[config.mk]
export PLATFORM = sky130hd
export DESIGN_NAME = clnp_host
export DESIGN_NICKNAME = d
export VERILOG_FILES = /design/src/hw/clnp_pkg.sv /design/src/hw/clnp_fifo.sv /design/src/hw/clnp_host.sv
export SDC_FILE = /design/constraint.sdc
export NUM_CORES = 1
export LEC_CHECK = 0
export ABC_CLOCK_PERIOD_IN_PS = 4170
export BUFFER_PORTS_ARGS = -buffer_cell sky130_fd_sc_hd__buf_2
export CORE_MARGIN = 1
export CORE_UTILIZATION = 38
export DETAILED_ROUTE_END_ITERATION = 16
export HOLD_SLACK_MARGIN = 0.15
export PLACE_DENSITY = 0.56
export SYNTH_ARGS = -nofsm -noshare
export SYNTH_HDL_FRONTEND = slang
export SYNTH_HIERARCHICAL = 1
export SYNTH_SLANG_ARGS = --single-unit
[constraint.sdc]
create_clock -name hclk -period 4.17 [get_ports hclk]
set_clock_uncertainty 0.1 [all_clocks]
set_input_delay 0.2085 -clock hclk [delete_from_list [all_inputs] [get_ports hclk]]
set_output_delay 0.2085 -clock hclk [all_outputs]
set_load 0.05 [all_outputs]
[src/hw/clnp_pkg.sv]
// Summary of operation
// (RL1) The strobe to the display idles low and goes high once for each nibble transfer.
// (RL2) Register select high moves display data; low writes an instruction or reads the busy flag.
// (RL3) Direction low makes the display accept data; high makes it present data.
// (RL4) The display is driven over a 4-bit path only.
// (RL5) Display bits 7 to 4 ride on the shared bus lines 11 to 8.
// (RL6) The display drives the shared lines whenever its direction line is high.
// (RL7) With the flash chip enable high the display may be read and written freely.
// (RL8) With the direction line low the flash may be used freely.
// (RL9) With the flash in byte mode both display and flash may be used at once.
// (RL10) Writing only and never reading the display is the recommended use.
// (RL11) Transfer sequencing runs far slower than the system clock.
// (RL12) Each byte goes as two nibbles, upper first, then lower.
// (RL13) The host releases the shared lines while direction is high, and never reads while
// the flash is enabled in word mode.
package clnp_pkg;

	// ****************************************
	// Register map
	// ****************************************
	localparam logic [7:0]  CLNP_REG_CMD    = 8'h00;
	localparam logic [7:0]  CLNP_REG_STATUS = 8'h04;
	localparam logic [7:0]  CLNP_REG_RDATA  = 8'h08;
	localparam logic [7:0]  CLNP_REG_TIMING = 8'h0C;

	// ****************************************
	// Field positions
	// ****************************************
	localparam int          CLNP_CMD_RS_BIT   = 8;
	localparam int          CLNP_CMD_READ_BIT = 9;
	localparam int          CLNP_ST_BUSY_BIT  = 0;
	localparam int          CLNP_ST_FULL_BIT  = 1;
	localparam int          CLNP_ST_RVAL_BIT  = 2;
	localparam int          CLNP_ST_BLK_BIT   = 3;

	// ****************************************
	// Reset values and timing
	// ****************************************
	localparam logic [15:0] CLNP_TIMING_RST   = 16'h0032;
	localparam int          CLNP_CLK_MHZ      = 100;
	localparam int          CLNP_STROBE_NS    = 500;
	localparam int          CLNP_STROBE_CYC   = (CLNP_STROBE_NS * CLNP_CLK_MHZ + 999) / 1000;
	localparam int          CLNP_FIFO_DEPTH   = 8;
	localparam int          CLNP_CMD_W        = 10;

	// ****************************************
	// Types
	// ****************************************
	typedef struct packed {
		logic       rd;
		logic       rs;
		logic [7:0] data;
	} clnp_cmd_t;

	typedef struct packed {
		logic       strobe;
		logic       reg_select;
		logic       dir;
		logic [3:0] data_o;
		logic [3:0] data_oe_n;
	} clnp_pins_t;

endpackage : clnp_pkg

[src/hw/clnp_fifo.sv]
`timescale 1ns/10ps
module clnp_fifo #(
	parameter int W = 10,
	parameter int D = 8
) (
	// Clock, reset and enable
	input  wire logic         hclk,
	input  wire logic         hresetn,
	input  wire logic         ce,
	// Fill side
	input  wire logic         in_valid,
	output logic              in_ready,
	input  wire logic [W-1:0] in_data,
	// Drain side
	output logic              out_valid,
	input  wire logic         out_ready,
	output logic      [W-1:0] out_data
);
	localparam int AW = $clog2(D);

	logic [W-1:0] mem [D];
	logic [AW:0]  wr_ff;
	logic [AW:0]  rd_ff;
	logic         push;
	logic         pop;

	assign in_ready  = (wr_ff - rd_ff) != (AW+1)'(D);
	assign out_valid = wr_ff != rd_ff;
	assign out_data  = mem[rd_ff[AW-1:0]];
	assign push      = ce && in_valid && in_ready;
	assign pop       = ce && out_valid && out_ready;

	always_ff @(posedge hclk) begin
		if (push) begin
			mem[wr_ff[AW-1:0]] <= in_data;
		end
	end

	always_ff @(posedge hclk or negedge hresetn) begin
		if (!hresetn) begin
			wr_ff <= '0;
		end else if (push) begin
			wr_ff <= wr_ff + 1'b1;
		end
	end

	always_ff @(posedge hclk or negedge hresetn) begin
		if (!hresetn) begin
			rd_ff <= '0;
		end else if (pop) begin
			rd_ff <= rd_ff + 1'b1;
		end
	end
endmodule : clnp_fifo

[src/hw/clnp_host.sv]
// The AHB-Lite register port and the address map are this design's own decisions.
`timescale 1ns/10ps
module clnp_host #(
	parameter int DEPTH = clnp_pkg::CLNP_FIFO_DEPTH
) (
	// Clock, reset, enable
	input  wire logic                hclk,
	input  wire logic                hresetn,
	input  wire logic                ce,
	// AHB-Lite slave
	input  wire logic                hsel,
	input  wire logic [31:0]         haddr,
	input  wire logic [1:0]          htrans,
	input  wire logic                hwrite,
	input  wire logic [2:0]          hsize,
	input  wire logic [31:0]         hwdata,
	input  wire logic                hready,
	output logic      [31:0]         hrdata,
	output logic                     hreadyout,
	output logic                     hresp,
	// Display and shared bus pins
	output logic                     disp_strobe,
	output logic                     disp_reg_select,
	output logic                     disp_dir,
	output logic      [3:0]          shared_data_hi_nibble_o,
	output logic      [3:0]          shared_data_hi_nibble_oe_n,
	input  wire logic [3:0]          shared_data_hi_nibble_i,
	// Flash strap levels
	input  wire logic                flash_chip_en_n,
	input  wire logic                flash_byte_mode_n
);
	import clnp_pkg::*;

	typedef enum logic [2:0] {
		ST_IDLE,
		ST_SETUP,
		ST_HIGH,
		ST_LOW,
		ST_DONE
	} clnp_state_t;

	// ****************************************
	// Bus slave
	// ****************************************
	logic        ap_wr_ff;
	logic        ap_rd_ff;
	logic [7:0]  ap_addr_ff;
	logic [31:0] hrdata_ff;
	logic [15:0] timing_ff;
	logic [7:0]  rdata_ff;
	logic        rvalid_ff;
	logic        busy_ff;
	logic        blocked_ff;
	logic        push_valid;
	logic        fifo_ready;
	logic        fifo_valid;
	logic        take;
	logic [CLNP_CMD_W-1:0] fifo_q;
	clnp_cmd_t   cur_ff;
	clnp_cmd_t   head;
	logic        rd_ok;
	logic        rdata_pop;

	assign hreadyout = 1'b1;
	assign hresp     = 1'b0;
	assign hrdata    = hrdata_ff;

	always_ff @(posedge hclk or negedge hresetn) begin
		if (!hresetn) begin
			ap_wr_ff   <= 1'b0;
			ap_rd_ff   <= 1'b0;
			ap_addr_ff <= 8'h00;
		end else if (ce) begin
			ap_wr_ff   <= hsel && hready && htrans[1] && hwrite;
			ap_rd_ff   <= hsel && hready && htrans[1] && !hwrite;
			ap_addr_ff <= haddr[7:0];
		end
	end

	assign push_valid = ap_wr_ff && (ap_addr_ff == CLNP_REG_CMD);
	assign rdata_pop  = ap_rd_ff && (ap_addr_ff == CLNP_REG_RDATA);

	always_ff @(posedge hclk or negedge hresetn) begin
		if (!hresetn) begin
			timing_ff <= CLNP_TIMING_RST;
		end else if (ce && ap_wr_ff && ap_addr_ff == CLNP_REG_TIMING) begin
			timing_ff <= (hwdata[15:0] == 16'h0000) ? 16'h0001 : hwdata[15:0];
		end
	end

	always_ff @(posedge hclk or negedge hresetn) begin
		if (!hresetn) begin
			hrdata_ff <= 32'h0000_0000;
		end else if (ce) begin
			if (hsel && hready && htrans[1] && !hwrite) begin
				if (haddr[7:0] == CLNP_REG_STATUS) begin
					hrdata_ff <= {28'h000_0000, blocked_ff, rvalid_ff, !fifo_ready, busy_ff};
				end else if (haddr[7:0] == CLNP_REG_RDATA) begin
					hrdata_ff <= {24'h00_0000, rdata_ff};
				end else if (haddr[7:0] == CLNP_REG_TIMING) begin
					hrdata_ff <= {16'h0000, timing_ff};
				end else begin
					hrdata_ff <= 32'h0000_0000;
				end
			end
		end
	end

	// ****************************************
	// Command queue
	// ****************************************
	clnp_fifo #(
		.W (CLNP_CMD_W),
		.D (DEPTH)
	) u_fifo (
		.hclk      (hclk),
		.hresetn   (hresetn),
		.ce        (ce),
		.in_valid  (push_valid),
		.in_ready  (fifo_ready),
		.in_data   (hwdata[CLNP_CMD_W-1:0]),
		.out_valid (fifo_valid),
		.out_ready (take),
		.out_data  (fifo_q)
	);

	assign head = clnp_cmd_t'(fifo_q);

	// ****************************************
	// Strap and read data synchronisers
	// ****************************************
	logic [1:0] ce_n_sync_ff;
	logic [1:0] byte_n_sync_ff;
	logic [3:0] din_s1_ff;
	logic [3:0] din_s2_ff;

	always_ff @(posedge hclk or negedge hresetn) begin
		if (!hresetn) begin
			ce_n_sync_ff   <= 2'b00;
			byte_n_sync_ff <= 2'b11;
			din_s1_ff      <= 4'h0;
			din_s2_ff      <= 4'h0;
		end else if (ce) begin
			ce_n_sync_ff   <= {ce_n_sync_ff[0], flash_chip_en_n};
			byte_n_sync_ff <= {byte_n_sync_ff[0], flash_byte_mode_n};
			din_s1_ff      <= shared_data_hi_nibble_i;
			din_s2_ff      <= din_s1_ff;
		end
	end

	// Reading allowed only when flash is off or in byte mode
	assign rd_ok = ce_n_sync_ff[1] || !byte_n_sync_ff[1]; // [RL7] [RL9] [RL13]

	// ****************************************
	// Nibble sequencer
	// ****************************************
	clnp_state_t state_ff;
	logic [15:0] cnt_ff;
	logic        half_ff;
	logic [3:0]  hi_nib_ff;
	logic        cnt_done;

	assign cnt_done = cnt_ff == 16'h0000;
	assign take     = (state_ff == ST_IDLE) && fifo_valid && (!head.rd || rd_ok);

	always_ff @(posedge hclk or negedge hresetn) begin
		if (!hresetn) begin
			state_ff <= ST_IDLE;
			cnt_ff   <= 16'h0000;
			half_ff  <= 1'b0;
			cur_ff   <= '0;
		end else if (ce) begin
			case (state_ff)
				ST_IDLE: begin
					if (take) begin
						cur_ff   <= head;
						half_ff  <= 1'b0; // [RL12]
						cnt_ff   <= timing_ff;
						state_ff <= ST_SETUP;
					end
				end
				ST_SETUP: begin
					cnt_ff <= cnt_ff - 16'h0001;
					if (cnt_done) begin
						cnt_ff   <= timing_ff; // [RL11]
						state_ff <= ST_HIGH;
					end
				end
				ST_HIGH: begin
					cnt_ff <= cnt_ff - 16'h0001;
					if (cnt_done) begin
						cnt_ff   <= timing_ff;
						state_ff <= ST_LOW;
					end
				end
				ST_LOW: begin
					cnt_ff <= cnt_ff - 16'h0001;
					if (cnt_done) begin
						if (!half_ff) begin
							half_ff  <= 1'b1; // [RL12]
							cnt_ff   <= timing_ff;
							state_ff <= ST_SETUP;
						end else begin
							state_ff <= ST_DONE;
						end
					end
				end
				ST_DONE: begin
					state_ff <= ST_IDLE;
				end
				default: begin
					state_ff <= ST_IDLE;
				end
			endcase
		end
	end

	// Read nibble taken at end of strobe high; needs timing of 3 or more for synchroniser lag
	always_ff @(posedge hclk or negedge hresetn) begin
		if (!hresetn) begin
			hi_nib_ff <= 4'h0;
			rdata_ff  <= 8'h00;
			rvalid_ff <= 1'b0;
		end else if (ce) begin
			if (state_ff == ST_HIGH && cnt_done && cur_ff.rd) begin
				if (!half_ff) begin
					hi_nib_ff <= din_s2_ff;
				end else begin
					rdata_ff  <= {hi_nib_ff, din_s2_ff}; // [RL12] [RL2]
					rvalid_ff <= 1'b1;
				end
			end else if (rdata_pop) begin
				rvalid_ff <= 1'b0;
			end
		end
	end

	always_ff @(posedge hclk or negedge hresetn) begin
		if (!hresetn) begin
			busy_ff    <= 1'b0;
			blocked_ff <= 1'b0;
		end else if (ce) begin
			busy_ff    <= (state_ff != ST_IDLE) || fifo_valid;
			blocked_ff <= fifo_valid && head.rd && !rd_ok;
		end
	end

	// ****************************************
	// Pin drivers
	// ****************************************
	always_ff @(posedge hclk or negedge hresetn) begin
		if (!hresetn) begin
			disp_strobe                <= 1'b0;
			disp_reg_select            <= 1'b0;
			disp_dir                   <= 1'b0;
			shared_data_hi_nibble_o    <= 4'h0;
			shared_data_hi_nibble_oe_n <= 4'hF;
		end else if (ce) begin
			disp_strobe     <= (state_ff == ST_HIGH); // [RL1]
			disp_reg_select <= cur_ff.rs; // [RL2]
			disp_dir        <= (state_ff != ST_IDLE) && (state_ff != ST_DONE)
			                   && cur_ff.rd; // [RL3] [RL6]
			shared_data_hi_nibble_o <= half_ff ? cur_ff.data[3:0]
			                                   : cur_ff.data[7:4]; // [RL4] [RL5] [RL12]
			if ((state_ff == ST_IDLE) || (state_ff == ST_DONE) || cur_ff.rd) begin
				shared_data_hi_nibble_oe_n <= 4'hF; // [RL13] [RL8]
			end else begin
				shared_data_hi_nibble_oe_n <= 4'h0; // [RL10]
			end
		end
	end
endmodule : clnp_host

* After elaboration in Yosys (flattened, before gate mapping)
Memory sizes are Yosys's and may differ from the RTL's. Index checks and enable logic that the tools add are counted.
Storage, ports and cells: bits in writable memories 80, flip-flop bits (word level) 134, input port bits 81, memories kept 1, word-level logic and storage cells 122
Memories:
- u_fifo.mem | words 8, width 10, read ports 1, clocked after Yosys merged registers in 0, write ports 1, RTL line clnp_fifo.sv:21 | logic [W-1:0] mem [D];
Cells by class: bitwise gates (word level) 1, equal/unequal tests 17, reduce and logical (&&, ||, !) cells 47, multiplexer cells 25, add/subtract/negate cells 4
Operators with widths (count):
- $mux W16 | 8
- $pmux W16 S3 | 1
- $eq A8 B4 Y1 const B | 4
- $logic_not A16 Y1 | 2
- $logic_and A1 B1 Y1 | 20
- $sub A16 B1 Y16 const B | 1
- $mux W3 | 5
- $reduce_and A3 Y1 | 5
- $pmux W3 S4 | 1
- $add A4 B1 Y4 const B | 2
- $eq A8 B3 Y1 const B | 1
- $logic_not A8 Y1 | 1
- $mux W4 | 2
- $ne A2 B2 Y1 const B | 4
- $mux W1 | 7
- $eq A3 B2 Y1 const B | 2
- $reduce_bool A3 Y1 | 2
- $logic_not A1 Y1 | 5
- $logic_or A1 B1 Y1 | 5
- $reduce_and A5 Y1 | 1
- $ne A4 B4 Y1 | 1
- $ne A4 B4 Y1 const B | 1
- $reduce_and A4 Y1 | 1
- $reduce_bool A2 Y1 | 2
- 10 further kinds | 10

* Logic depth before layout (Yosys ltp)
Gate-level depths: netlist (run 1).
depth after elaboration 6, mapped depth 11

* Hierarchy
The synthesis (run 1) kept the hierarchy.
Modules (own cells, without submodules):
- clnp_host | area an instance 5097.4 um^2, times used 1, seq. area each 2685.1 um^2, cells an instance 456
- clnp_fifo | area an instance 3622.2 um^2, times used 1, seq. area each 2602.5 um^2, cells an instance 194

* Least setup slack after synthesis (run 1)
OpenSTA, ideal clock, no wires.
path kind reg2reg, start point register u_fifo.rd_ff[1], end point memory u_fifo.mem[1][0], enable pin, path slack 1.122 ns, cell stages (with the launch flop) 8, buffers on the path 1, setup time 0.385 ns, clock period less this slack 3.048 ns, required time 3.685 ns, arrival 2.563 ns, cell sequence dfrtp_1 buf_1 inv_1 ha_1 and2b_1 o211a_1 nor3_4 nor4b_2
On the way: word-level cells in the longest chain between the ends 5
Ends and longest elaborated chain:
- from (decl) | RTL line clnp_fifo.sv:23 | logic [AW:0] rd_ff;
- from (signal assigned) | RTL line clnp_fifo.sv:51 | rd_ff <= rd_ff + 1'b1;
- $sub A4 B4 Y4 | RTL line clnp_fifo.sv:27 | assign in_ready = (wr_ff - rd_ff) != (AW+1)'(D);
- $ne A4 B4 Y1 | RTL line clnp_fifo.sv:27
- $logic_and A1 B1 Y1 | RTL line clnp_fifo.sv:30 | assign push = ce && in_valid && in_ready;
- $mux W1 | RTL line clnp_fifo.sv:34 | if (push) begin
- $mux W1 (implied by the code) | RTL line clnp_fifo.sv:35 | mem[wr_ff[AW-1:0]] <= in_data;
- to (decl) | RTL line clnp_fifo.sv:21
Every way passes these cells.

* Worst setup path in the final report (run 1)
start point register u_fifo.rd_ff[1], end point memory u_fifo.mem[3][2], enable pin
Same word-level chain as after synthesis.

==> results of run 1 <==
[report_power, final]
part	switching (W)	internal, W
clock	0.000788	0.000861
combinational	0.000501	0.000391
sequential	0.000155	0.00214
[cells by family after synthesis]
group / Yosys count
AO/OA/AOI/OAI: 91
XOR/XNOR: 9
adder cells (fa/ha/maj): 7
buffers and inverters: 78
flip-flops: 195
multiplexers: 90
other: 2
AND/OR/NAND/NOR: 178
[per-stage QoR]
step,std cells,power (W)
after floorplan,666,0.00297
after global placement,970,0.00318
after detailed placement,970,0.00320
after CTS,1036,0.00488
after global routing,1036,0.00505
final,1036,0.00484
[placed cells by master (no fill, tap or decap), types with 5 or more instances in the layout]
cell type	n
dfrtp_1	109
edfxtp_1	80
buf_2	62
mux2_2	57
nand2_1	56
dlygate4sd3_1	34
a21oi_1	29
nor2_1	27
inv_1	23
mux4_2	20
conb_1	18
clkbuf_16	17
nor3_1	16
o21ai_0	14
mux2i_1	12
buf_4	12
nand3_1	11
nor4_1	10
a22o_1	8
and3_1	7
ha_1	7
inv_8	7
dfstp_2	6
nand4_1	5
or4_1	5
a31oi_1	5
o22ai_1	5
[worst paths after layout]
| check | endpoint | cells after the start |
|---|---|---|
| max reg2reg | u_fifo/mem[3][2]$_DFFE_PP_ | 6 |
| min | timing_ff[11]$_DFFE_PN0P_ | 2 |
| min reg2reg | hrdata[7]$_DFFE_PN0P_ | 2 |
| min in group hclk | ap_rd_ff$_DFFE_PN0P_ | 2 |
| max | u_fifo/mem[3][2]$_DFFE_PP_ | 6 |
| max in group asynchronous | byte_n_sync_ff[0]$_DFFE_PN1P_ | 3 |
[synth_stat cells (5+ instances only)]
cell type / instances
dfstp_2: 6
nor2_1: 27
buf_1: 8
nor3_1: 16
dfrtp_1: 109
nand4_1: 5
or4_1: 5
nand2_1: 56
o22ai_1: 5
a22o_1: 8
nor4_1: 10
buf_4: 23
ha_1: 7
inv_1: 23
o21ai_0: 14
mux4_2: 20
a21oi_1: 29
nand3_1: 11
and3_1: 7
edfxtp_1: 80
mux2_2: 57
buf_2: 5
a31oi_1: 5
clkbuf_1: 18
mux2i_1: 12
[metal layers]
metal,up-vias,part of all wire
met1,2805,0.48
met3,18,0.041
met2,139,0.47
met4,0,0.013
met5,-,0
li1,2539,-
[layout make-up]
type                    instances  area [sq um]  share of cell area
clock buffers                  18           429              0.0422
clock inverters                14           158              0.0155
inverters                      23          86.3             0.00849
multi-input cells             393          3110               0.306
flip-flops and latches        195          5290               0.520
well taps                     285           357              0.0351
repair buffers                108           741              0.0729
[registers in the layout, summed over array words and instances (netlist names), 2 cells and up]
| signal | flops |
|---|---|
| u_fifo/mem | 80 |
| cnt_ff | 16 |
| hrdata | 16 |
| timing_ff | 16 |
| cur_ff | 10 |
| ap_addr_ff | 8 |
| rdata_ff | 8 |
| din_s1_ff | 4 |
| din_s2_ff | 4 |
| hi_nib_ff | 4 |
| shared_data_hi_nibble_o | 4 |
| u_fifo/rd_ff | 4 |
| u_fifo/wr_ff | 4 |
| state_ff | 3 |
| byte_n_sync_ff | 2 |
| ce_n_sync_ff | 2 |
==> summary.md, run 1 <==
| Metric | Value |
|---|---|
| Top cells by area, synth | dfrtp_1 31%, edfxtp_1 28%, mux2_2 7.4% |
| Initial antenna violation count | 0 |
| Syn_area_per_cell | 13.4 sq um |
| Layout cell share with drive strength beyond 1 | 0.276 |
| Max cap viols | 0 |
| CTS buffer count | 17 |
| Post-Syn Instances | 650 |
| Vias/cell | between 5 and 6 |
| Final setup TNS | 0 ns |
| Die Y | 153 um |
| Status | finished clean |
| DR pass1 iterations | 5 |
| Largest family of logic cells by synthesized area | multiplexers |
| Fraction of registers with async set/reset | 0.590 |
| DIE AREA | between 20000 and 25000 sq um |
| Setup WS pre-CTS | 1.06 ns |
| Max incr delay on CP | 0.67 ns |
| Area delta synth->final | 16.6% |
| Critical path required time | 4.14 ns |
| Area leader, netlist | dfrtp_1 |
| Reg-to-Reg Start | u_fifo/rd_ff[1]$_DFFE_PN0P_ |
| Register area share after synthesis | 0.606 |
| Via count | 5501 |
| Kind of critical path | flip-flop to flip-flop |
| Crit path DAT | between 3 and 4 ns |
| Post-synthesis simple-gate area fraction | 0.116 |
| Pwr/cell area | ~480 nW/um^2 |
| Met1 GRT Util | 0.224 |
| First-pass GRT wire length | 30.0 mm |
| Post-synthesis compound-gate area fraction | 0.0715 |
| Sequence of cells on the critical path | inv_1 > ha_1 > and2b_1 > o211a_1 > nor3_4 > and4b_1 |
| GRT Residual Overflow | 0 |
| Post-synth EDFFs | 80 |
| Post-cts sizing count | 0 |
| Fin Hold WS | 0.165 ns |
| Final WS setup | about 1.1 ns |
| Buf+Inv Stages, Crit Path | 1 |
| Worst Setup End Kind | flip-flop |
| Wire length per cell | ~18 um |
| CTS max path bufs | 2 |
| Core area | 22600 sq um |
| Synth Flop Type | dfrtp_1 |
| Relative slew slack | 0.306 |
| DP HPWL | 12.6 mm |
| Cell area after synthesis | 8720 sq um |
| Ys Warns | 6 |
| Initial Util | 0.386 |
| Met3 usage | 0.0312 |
| LEAKAGE | 4.30 nW |
| Seq cells post-synth | 195 |
| Fill cell count | 2067 |
| Clk_lat worst skew | roughly 0.44 ns |
| GR Util met2 | 0.266 |
| Period utilization | 0.741 |
| DRT Wirelength | 18.7 mm |
| Synth unique cells | 72 |
| Routability Congestion | 0.761 |
| CTS Hold Bufs | 34 |
| Die Wd | 153 um |
| CP max stage cell | and4b_1 |
| Final core utilization | 0.450 |
| RSZ-0062 raised after global routing | false |
| Final setup fails | 0 |
| Iter 0 DRT Violations | 302 |
| Clk slew on worst S/H paths | 0.07 ns |
| GRT busiest layer | met2 |
| Row count | 55 |
| Flop2flop setup slack | 1.08 ns |
| DR DRC count | 0 |
| Pin count of the biggest net entering global routing | between 40 and 50 |
| Setup crit start kind | flip-flop |
| Top cell family by delay on the critical path | simple AND/OR/NAND/NOR gates |
| FMAX | 324 MHz |
| HP Class | input pin to async pin |
| Antenna cells | 0 |
| # IOs | 126 |
| Clk sinks | 195 |
| Final hold vios | 0 |
| Vias in the first global route | 5470 |
| Peak fanout along the critical path | 11 |
| Post CTS Setup Buffer Count | 0 |
| Pins Over Slew Limit | 0 |
| Tmin final | 3.09 ns |
| CTS H-tree lvls | 4 |
| Placed instance area | 9240 sq um |
| Xor-xnor portion of the synthesized cell area | 0.0106 |
| Worst-Margin Slew | 1.03 ns |
| CTS tree | built |
| GRT Overall Usage | 0.165 |
| Port Buf Inserts | between 60 and 70 |
| Top cell type's share of synthesized area | 0.313 |
| Clock Tree Root | clkbuf_16 |
| Adder-cell share of the synthesized area | 0.0100 |
| Final Cell Area | 10200 sq um |
| Worst setup path startpoint | u_fifo/rd_ff[1]$_DFFE_PN0P_ |
| VDD IR-drop max | between 0.2 and 0.3 mV |
| Final net count | 826 |
| Routed Antenna Nets | 0 |
| Multiplexer area fraction after synthesis | 0.141 |
Power figures use the tool's default switching activity.
==> inputs of run 2 (changes only) <==
Settings changed: ABC_AREA from default to 1, ABC_CLOCK_PERIOD_IN_PS 4170 to 3200.
Clock period 4.17 ns to 3.2 ns, I/O delays scaled along.
==> summary.md, run 2 <==
| Metric | Value |
|---|---|
| Status | finished clean |
| Synth top cells by count | 265 x nand2_1, 109 x dfrtp_1, 98 x nor2_1 |
| CTS tree | built |
| Routed Antenna Nets | 0 |
| Kind of critical path | flip-flop to flip-flop |
| Final setup fails | 0 |
| Fill cell count | about 2.3k |
| Register area share after synthesis | 0.585 |
| Initial antenna violation count | 0 |
| Setup WS pre-CTS | ~0.59 ns |
| DR pass1 iterations | 5 |
| VDD IR-drop max | 0.345 mV |
| Clock Power Share | 0.264 |
| Tmin final | approximately 2.6 ns |
| Clk slew on worst S/H paths | 0.08 ns |
| Most frequent cells in the layout | 265 x nand2_1, 109 x dfrtp_1, 98 x nor2_1 |
| Crit path DAT | 2.83 ns |
| Relative slew slack | 0.485 |
| Post-Syn Instances | 965 |
| Syn_area_per_cell | 9.36 sq um |
| Peak fanout along the critical path | 12 |
| Power share of the sequential group | 0.391 |
| CTS buffer count | 17 |
| Wire length per cell | 15.4 um |
| Top cells by area, synth | dfrtp_1 30%, edfxtp_1 27%, nand2_1 11% |
| Internal power | 0.00493 W |
| Psw | 0.00325 W |
| Synth unique cells | 39 |
| Post-cts sizing count | 0 |
| Pin count of the biggest net entering global routing | between 50 and 60 |
| Die Wd | 156 um |
| Vias/cell | 4.80 |
| DP HPWL | between 10 and 15 mm |
| Max cap viols | 0 |
| GRT Overall Usage | 0.187 |
| # IOs | ~130 |
| Row count | 56 |
| Fraction of registers with async set/reset | 0.590 |
| FMAX | 382 MHz |
| Worst-Margin Slew | 0.771 ns |
| Via count | 6711 |
| Clock Tree Root | clkbuf_16 |
| Layout cell share with drive strength beyond 1 | 0.157 |
| Area leader, netlist | dfrtp_1 |
| Port Buf Inserts | 63 |
| Worst Setup End Kind | flip-flop |
| GRT Residual Overflow | 0 |
| Final setup TNS | 0 ns |
| Iter 0 DRT Violations | 407 |
| LEAKAGE | about 4.8 nW |
| Combinational Power Share | 0.345 |
| Post-synth EDFFs | 80 |
| First-pass GRT wire length | 34.5 mm |
| RSZ-0062 raised after global routing | false |
| Setup crit start kind | flip-flop |
| Clk_lat worst skew | about 0.44 ns |
| Synth Flop Type | dfrtp_1 |
| Final WS setup | 0.585 ns |
| Commonest non-fill, non-tap cell in the layout | nand2_1 |
| Period utilization | 0.817 |
| Initial Util | 0.386 |
| Final net count | 1153 |
| Max reg flops | 80 |
| Ys Warns | 6 |
| Seq cells post-synth | 195 |
| Core area | 23400 sq um |
| Antenna cells | 0 |
| HP Class | input pin to flip-flop |
| Die Y | 156 um |
| Cell area after synthesis | 9040 sq um |
| Top cell type's share of synthesized area | 0.302 |
| Area delta synth->final | 17.4% |
| Routability Congestion | about 0.85 |
| Sw Share | 0.397 |
| DIE AREA | 24400 sq um |
| DR DRC count | 0 |
| Pwr/cell area | 771 nW/um^2 |
| CTS H-tree lvls | 4 |
| Clk sinks | 195 |
| Pins Over Slew Limit | 0 |
| DRT Wirelength | about 21 mm |
| Vias in the first global route | approximately 6.4k |
| Critical path required time | between 3 and 4 ns |
| Top-count cell post-synth | nand2_1 |
| Final hold vios | 0 |
| CTS max path bufs | 2 |
run 2: cell count changes after synthesis, moves of 9 or more:
cell and change:
o21ai_0 +68, nand3_1 +58, nor2_1 +71, mux2_2 -48
nand2_1 +209, mux4_2 -20, mux2i_1 -12, o22ai_1 +16
nor3_1 -9, inv_1 +45, a21oi_1 -18
run 2: worst paths after layout:
check,start,to,slack (ns),cells past startpoint
setup / recovery,u_fifo/rd_ff[0]$_DFFE_PN0P_,cur_ff[0]$_DFFE_PN0P_,0.59,10
hold / removal,hready,hrdata[5]$_DFFE_PN0P_,0.22,7
setup reg to reg,u_fifo/rd_ff[0]$_DFFE_PN0P_,cur_ff[0]$_DFFE_PN0P_,0.59,10
hold reg to reg,din_s1_ff[0]$_DFFE_PN0P_,din_s1_ff[0]$_DFFE_PN0P_,0.37,2
max in group asynchronous,hresetn,rdata_ff[0]$_DFFE_PN0P_,1.82,4
min in group asynchronous,hresetn,ap_addr_ff[3]$_DFFE_PN0P_,0.56,3
run 2: power by group through the flow:
stage                     sequential (W)  combinational [W]  clock (W)
after global placement           0.00324            0.00275          0
after floorplan                  0.00330            0.00203          0
final                            0.00320            0.00282    0.00216
after detailed placement         0.00324            0.00279          0
after global routing             0.00324            0.00317    0.00231
after CTS                        0.00319            0.00283    0.00221
run 2: final cells by class:
type | count | area, sq um | area share
clock buffers | 18 | 429 | 0.0405
flip-flops and latches | 195 | 5290 | 0.498
well taps | 319 | 399 | 0.0376
inverters | 75 | 282 | 0.0265
repair buffers | 121 | 866 | 0.0816
clock inverters | 14 | 184 | 0.0173
multi-input cells | 655 | 3160 | 0.298
run 2: what timing repair did:
item                                   in CTS  in global routing
endpoints found under the hold margin     243                  0
hold buffers                               36                  0
buffers inserted                            0                  0
run 2: per-layer routing:
layer	track usage	up-vias	routed length (um)
li1	-	3356	-
met3	0.0300	23	560
met2	0.307	110	10400
met1	0.256	3222	10200
met4	0.0546	0	359
met5	0	-	0
run 2: cells by family (layout without fill, tap and decap cells):
family / Yosys count / count (layout) / share of synthesized area
AND/OR/NAND/NOR: 471 / 471 / 0.225
flip-flops: 195 / 195 / 0.585
AO/OA/AOI/OAI: 138 / 138 / 0.0852
buffers and inverters: 131 / 228 / 0.0717
XOR/XNOR: 12 / 12 / 0.0116
multiplexers: 9 / 9 / 0.0112
adder cells (fa/ha/maj): 7 / 7 / 0.00969
other: 2 / 18 / 0.000831
run 2: stage by stage:
step / utilization / cells / hold slack, ns / cell area, sq um / power (W)
6_report: 0.453 / 1397 / 0.219 / 10600 / 0.00817
5_1_grt: 0.453 / 1397 / 0.264 / 10600 / 0.00872
4_1_cts: 0.453 / 1397 / 0.210 / 10600 / 0.00824
3_5_place_dp: 0.411 / 1329 / 0.0599 / 9620 / 0.00603
3_3_place_gp: 0.411 / 1329 / 0.0640 / 9620 / 0.00599
2_1_floorplan: - / 981 / -0.236 / 9100 / 0.00534
run 2: critical path, stage by stage (launching register included):
cell and delay [ns]:
dfrtp_1 0.58, inv_2 0.17, o21ai_0 0.18, o22ai_1 0.10, nand2_1 0.07, nand2_1 0.10, nand3_1 0.14, nand3_1 0.17
nor2_1 0.30, buf_4 0.24, mux2_2 0.35
==> inputs of run 3 (changes only) <==
Settings changed: ABC_AREA 1 to 0, ABC_CLOCK_PERIOD_IN_PS 3200 to 2470.
Clock period 3.2 ns to 2.47 ns, I/O delays scaled along.
==> summary.md, run 3 (same netlist as run 1, synthesis figures left out) <==
| Metric | Value |
|---|---|
| Worst setup path startpoint | u_fifo/rd_ff[1]$_DFFE_PN0P_ |
| DR pass1 iterations | 4 |
| Max incr delay on CP | 0.46 ns |
| CTS max path bufs | 2 |
| Kind of critical path | flip-flop to flip-flop |
| Top cell family by delay on the critical path | simple AND/OR/NAND/NOR gates |
| Initial Util | 0.386 |
| CTS tree | built |
| Port Buf Inserts | 63 |
| Initial antenna violation count | 0 |
| Area delta synth->final | 25.8% |
| CTS buffer count | 17 |
| Reg-to-Reg Start | u_fifo/rd_ff[1]$_DFFE_PN0P_ |
| Clock Power Share | 0.336 |
| Via count | about 5.8k |
| Die Wd | between 150 and 200 um |
| Clk_lat worst skew | 0.44 ns |
| CP max stage cell | dfrtp_2 |
| Die Y | 153 um |
| Power share of the sequential group | 0.442 |
| Final setup fails | 0 |
| Wire length per cell | 18.0 um |
| Antenna cells | 0 |
| LEAKAGE | 4.68 nW |
| Max reg flops | 80 |
| Crit path DAT | approximately 2.5 ns |
| FMAX | between 400 and 500 MHz |
| DRT Wirelength | 19.9 mm |
| Reg2Reg Capture Point | u_fifo/mem[1][6]$_DFFE_PP_ |
| Fin Hold WS | slightly above 0.2 ns |
| Sw Share | 0.302 |
| Tmin final | 2.45 ns |
| Buf+Inv Stages, Crit Path | 3 |
| Routability Congestion | 0.799 |
| Vias in the first global route | around 6k |
| Peak fanout along the critical path | 8 |
| Clk slew on worst S/H paths | 0.08 ns |
| First-pass GRT wire length | 32.2 mm |
| Pwr Total | 0.00858 W |
| VDD IR-drop max | 0.451 mV |
| Final net count | 894 |
| # IOs | 126 |
| Period utilization | 0.993 |
| Fill cell count | slightly below 2k |
| HP Class | input pin to flip-flop |
| Layout cell share with drive strength beyond 1 | 0.353 |
| GRT Residual Overflow | 0 |
| DP HPWL | 13.7 mm |
| Combinational Power Share | 0.222 |
| Row count | 55 |
| Pwr/cell area | 782 nW/um^2 |
| RSZ-0062 raised after global routing | true |
| Critical path depth | 8 |
| GRT Overall Usage | 0.178 |
| Status | finished clean |
| Worst Setup End Kind | flip-flop |
| Critical path required time | between 2 and 3 ns |
| Setup crit end | u_fifo/mem[1][6]$_DFFE_PP_ |
| Worst Reg-to-Reg Cells | 8 |
| Clock Tree Root | clkbuf_16 |
| Final hold vios | 0 |
| Clk sinks | about 200 |
| Max cap viols | 0 |
| Core area | between 20000 and 25000 sq um |
| Vias/cell | 5.23 |
| Internal power | 0.00598 W |
| Routed Antenna Nets | 0 |
| Iter 0 DRT Violations | 408 |
| Setup crit start kind | flip-flop |
| Psw | 0.00259 W |
| Commonest non-fill, non-tap cell in the layout | dfrtp_1 |
| Worst-Margin Slew | 0.793 ns |
| DR DRC count | 0 |
| Pins Over Slew Limit | 0 |
| Most frequent cells in the layout | 107 x dfrtp_1, 80 x edfxtp_1, 62 x buf_2, 62 x buf_4, 57 x mux2_2 |
| CTS H-tree lvls | 4 |
| Relative slew slack | 0.471 |
| Sequence of cells on the critical path | inv_4 > ha_4 > and2b_2 > o211a_4 > nor3_4 > nor4b_4 > buf_4 > clkbuf_16 |
| Flop2flop setup slack | 0.02 ns |
| DIE AREA | around 24000 sq um |
| Pin count of the biggest net entering global routing | 76 |
-- run 3: cell types whose count changed in the layout (fill, tap and decap cells not counted), sizes merged, moves of 20 or more --
cell   delta
nor2     -79
nand3    -63
inv      -46
nand2   -214
buf      +51
mux4     +20
mux2     +49
o21ai    -83
-- run 3: worst min path at each step --
stage,endpoint,slack [ns],startpoint,cells past startpoint
2_1_floorplan,ap_addr_ff[0]$_DFFE_PN0P_,-0.27,hresetn,0
3_3_place_gp,timing_ff[12]$_DFFE_PN0P_,0.04,hresetn,1
3_5_place_dp,timing_ff[12]$_DFFE_PN0P_,0.04,hresetn,1
4_1_cts,hrdata[0]$_DFFE_PN0P_,0.17,hready,6
5_1_grt,hrdata[0]$_DFFE_PN0P_,0.21,hready,6
6_report,hrdata[0]$_DFFE_PN0P_,0.20,hready,6
-- run 3: through the flow --
| stage | cells | instance area (sq um) | setup TNS [ns] | setup slack, ns | util |
|---|---|---|---|---|---|
| after global placement | 1023 | 9790 | 0 | 0.00242 | 0.434 |
| after global routing | 1104 | 11000 | -0.668 | -0.0741 | 0.486 |
| final | 1104 | 11000 | 0 | 0.0174 | 0.486 |
| after detailed placement | 1023 | 9790 | -0.374 | -0.114 | 0.434 |
| after floorplan | 666 | 8830 | -0.966 | -0.0966 | - |
| after CTS | 1098 | 10900 | -0.00792 | -0.00792 | 0.482 |
-- run 3: power groups by stage --
stage | Clock [W] | Sequential [W] | Combinational, W
floorplan | 0 | 0.00395 | 0.00110
global placement | 0 | 0.00384 | 0.00175
detailed placement | 0 | 0.00385 | 0.00180
CTS | 0.00295 | 0.00379 | 0.00188
global route | 0.00308 | 0.00383 | 0.00207
finish | 0.00288 | 0.00380 | 0.00190
-- run 3: metal layers --
layer,vias up,track usage,wire length [um]
met5,-,0,0
met4,0,0.0557,242
met3,20,0.0306,787
met2,142,0.294,9630
met1,2915,0.240,9240
li1,2701,-,-
-- run 3: worst min-delay path, cell delays in order --
cell and delay (ns):
buf_2 0.10, nand3_1 0.10, nor3b_1 0.07, buf_4 0.15
nor2_1 0.08, nor3_1 0.05
-- run 3: timing repair --
action	in CTS	in global routing
hold endpoints to repair	233	0
buffers inserted	4	5
endpoints found under the setup margin	22	68
gates cloned	0	1
hold buffers	39	0
pin swaps	3	6
resized for setup	8	10
-- run 3: area by class of cell --
cell class	instances	area, sq um	area share
Timing Repair Buffer	176	1420	0.129
Multi-Input combinational cell	393	3200	0.291
Clock inverter	15	200	0.0182
Clock buffer	17	425	0.0388
Tap cell	285	357	0.0325
Inverter	23	88.8	0.00810
Sequential cell	195	5290	0.482
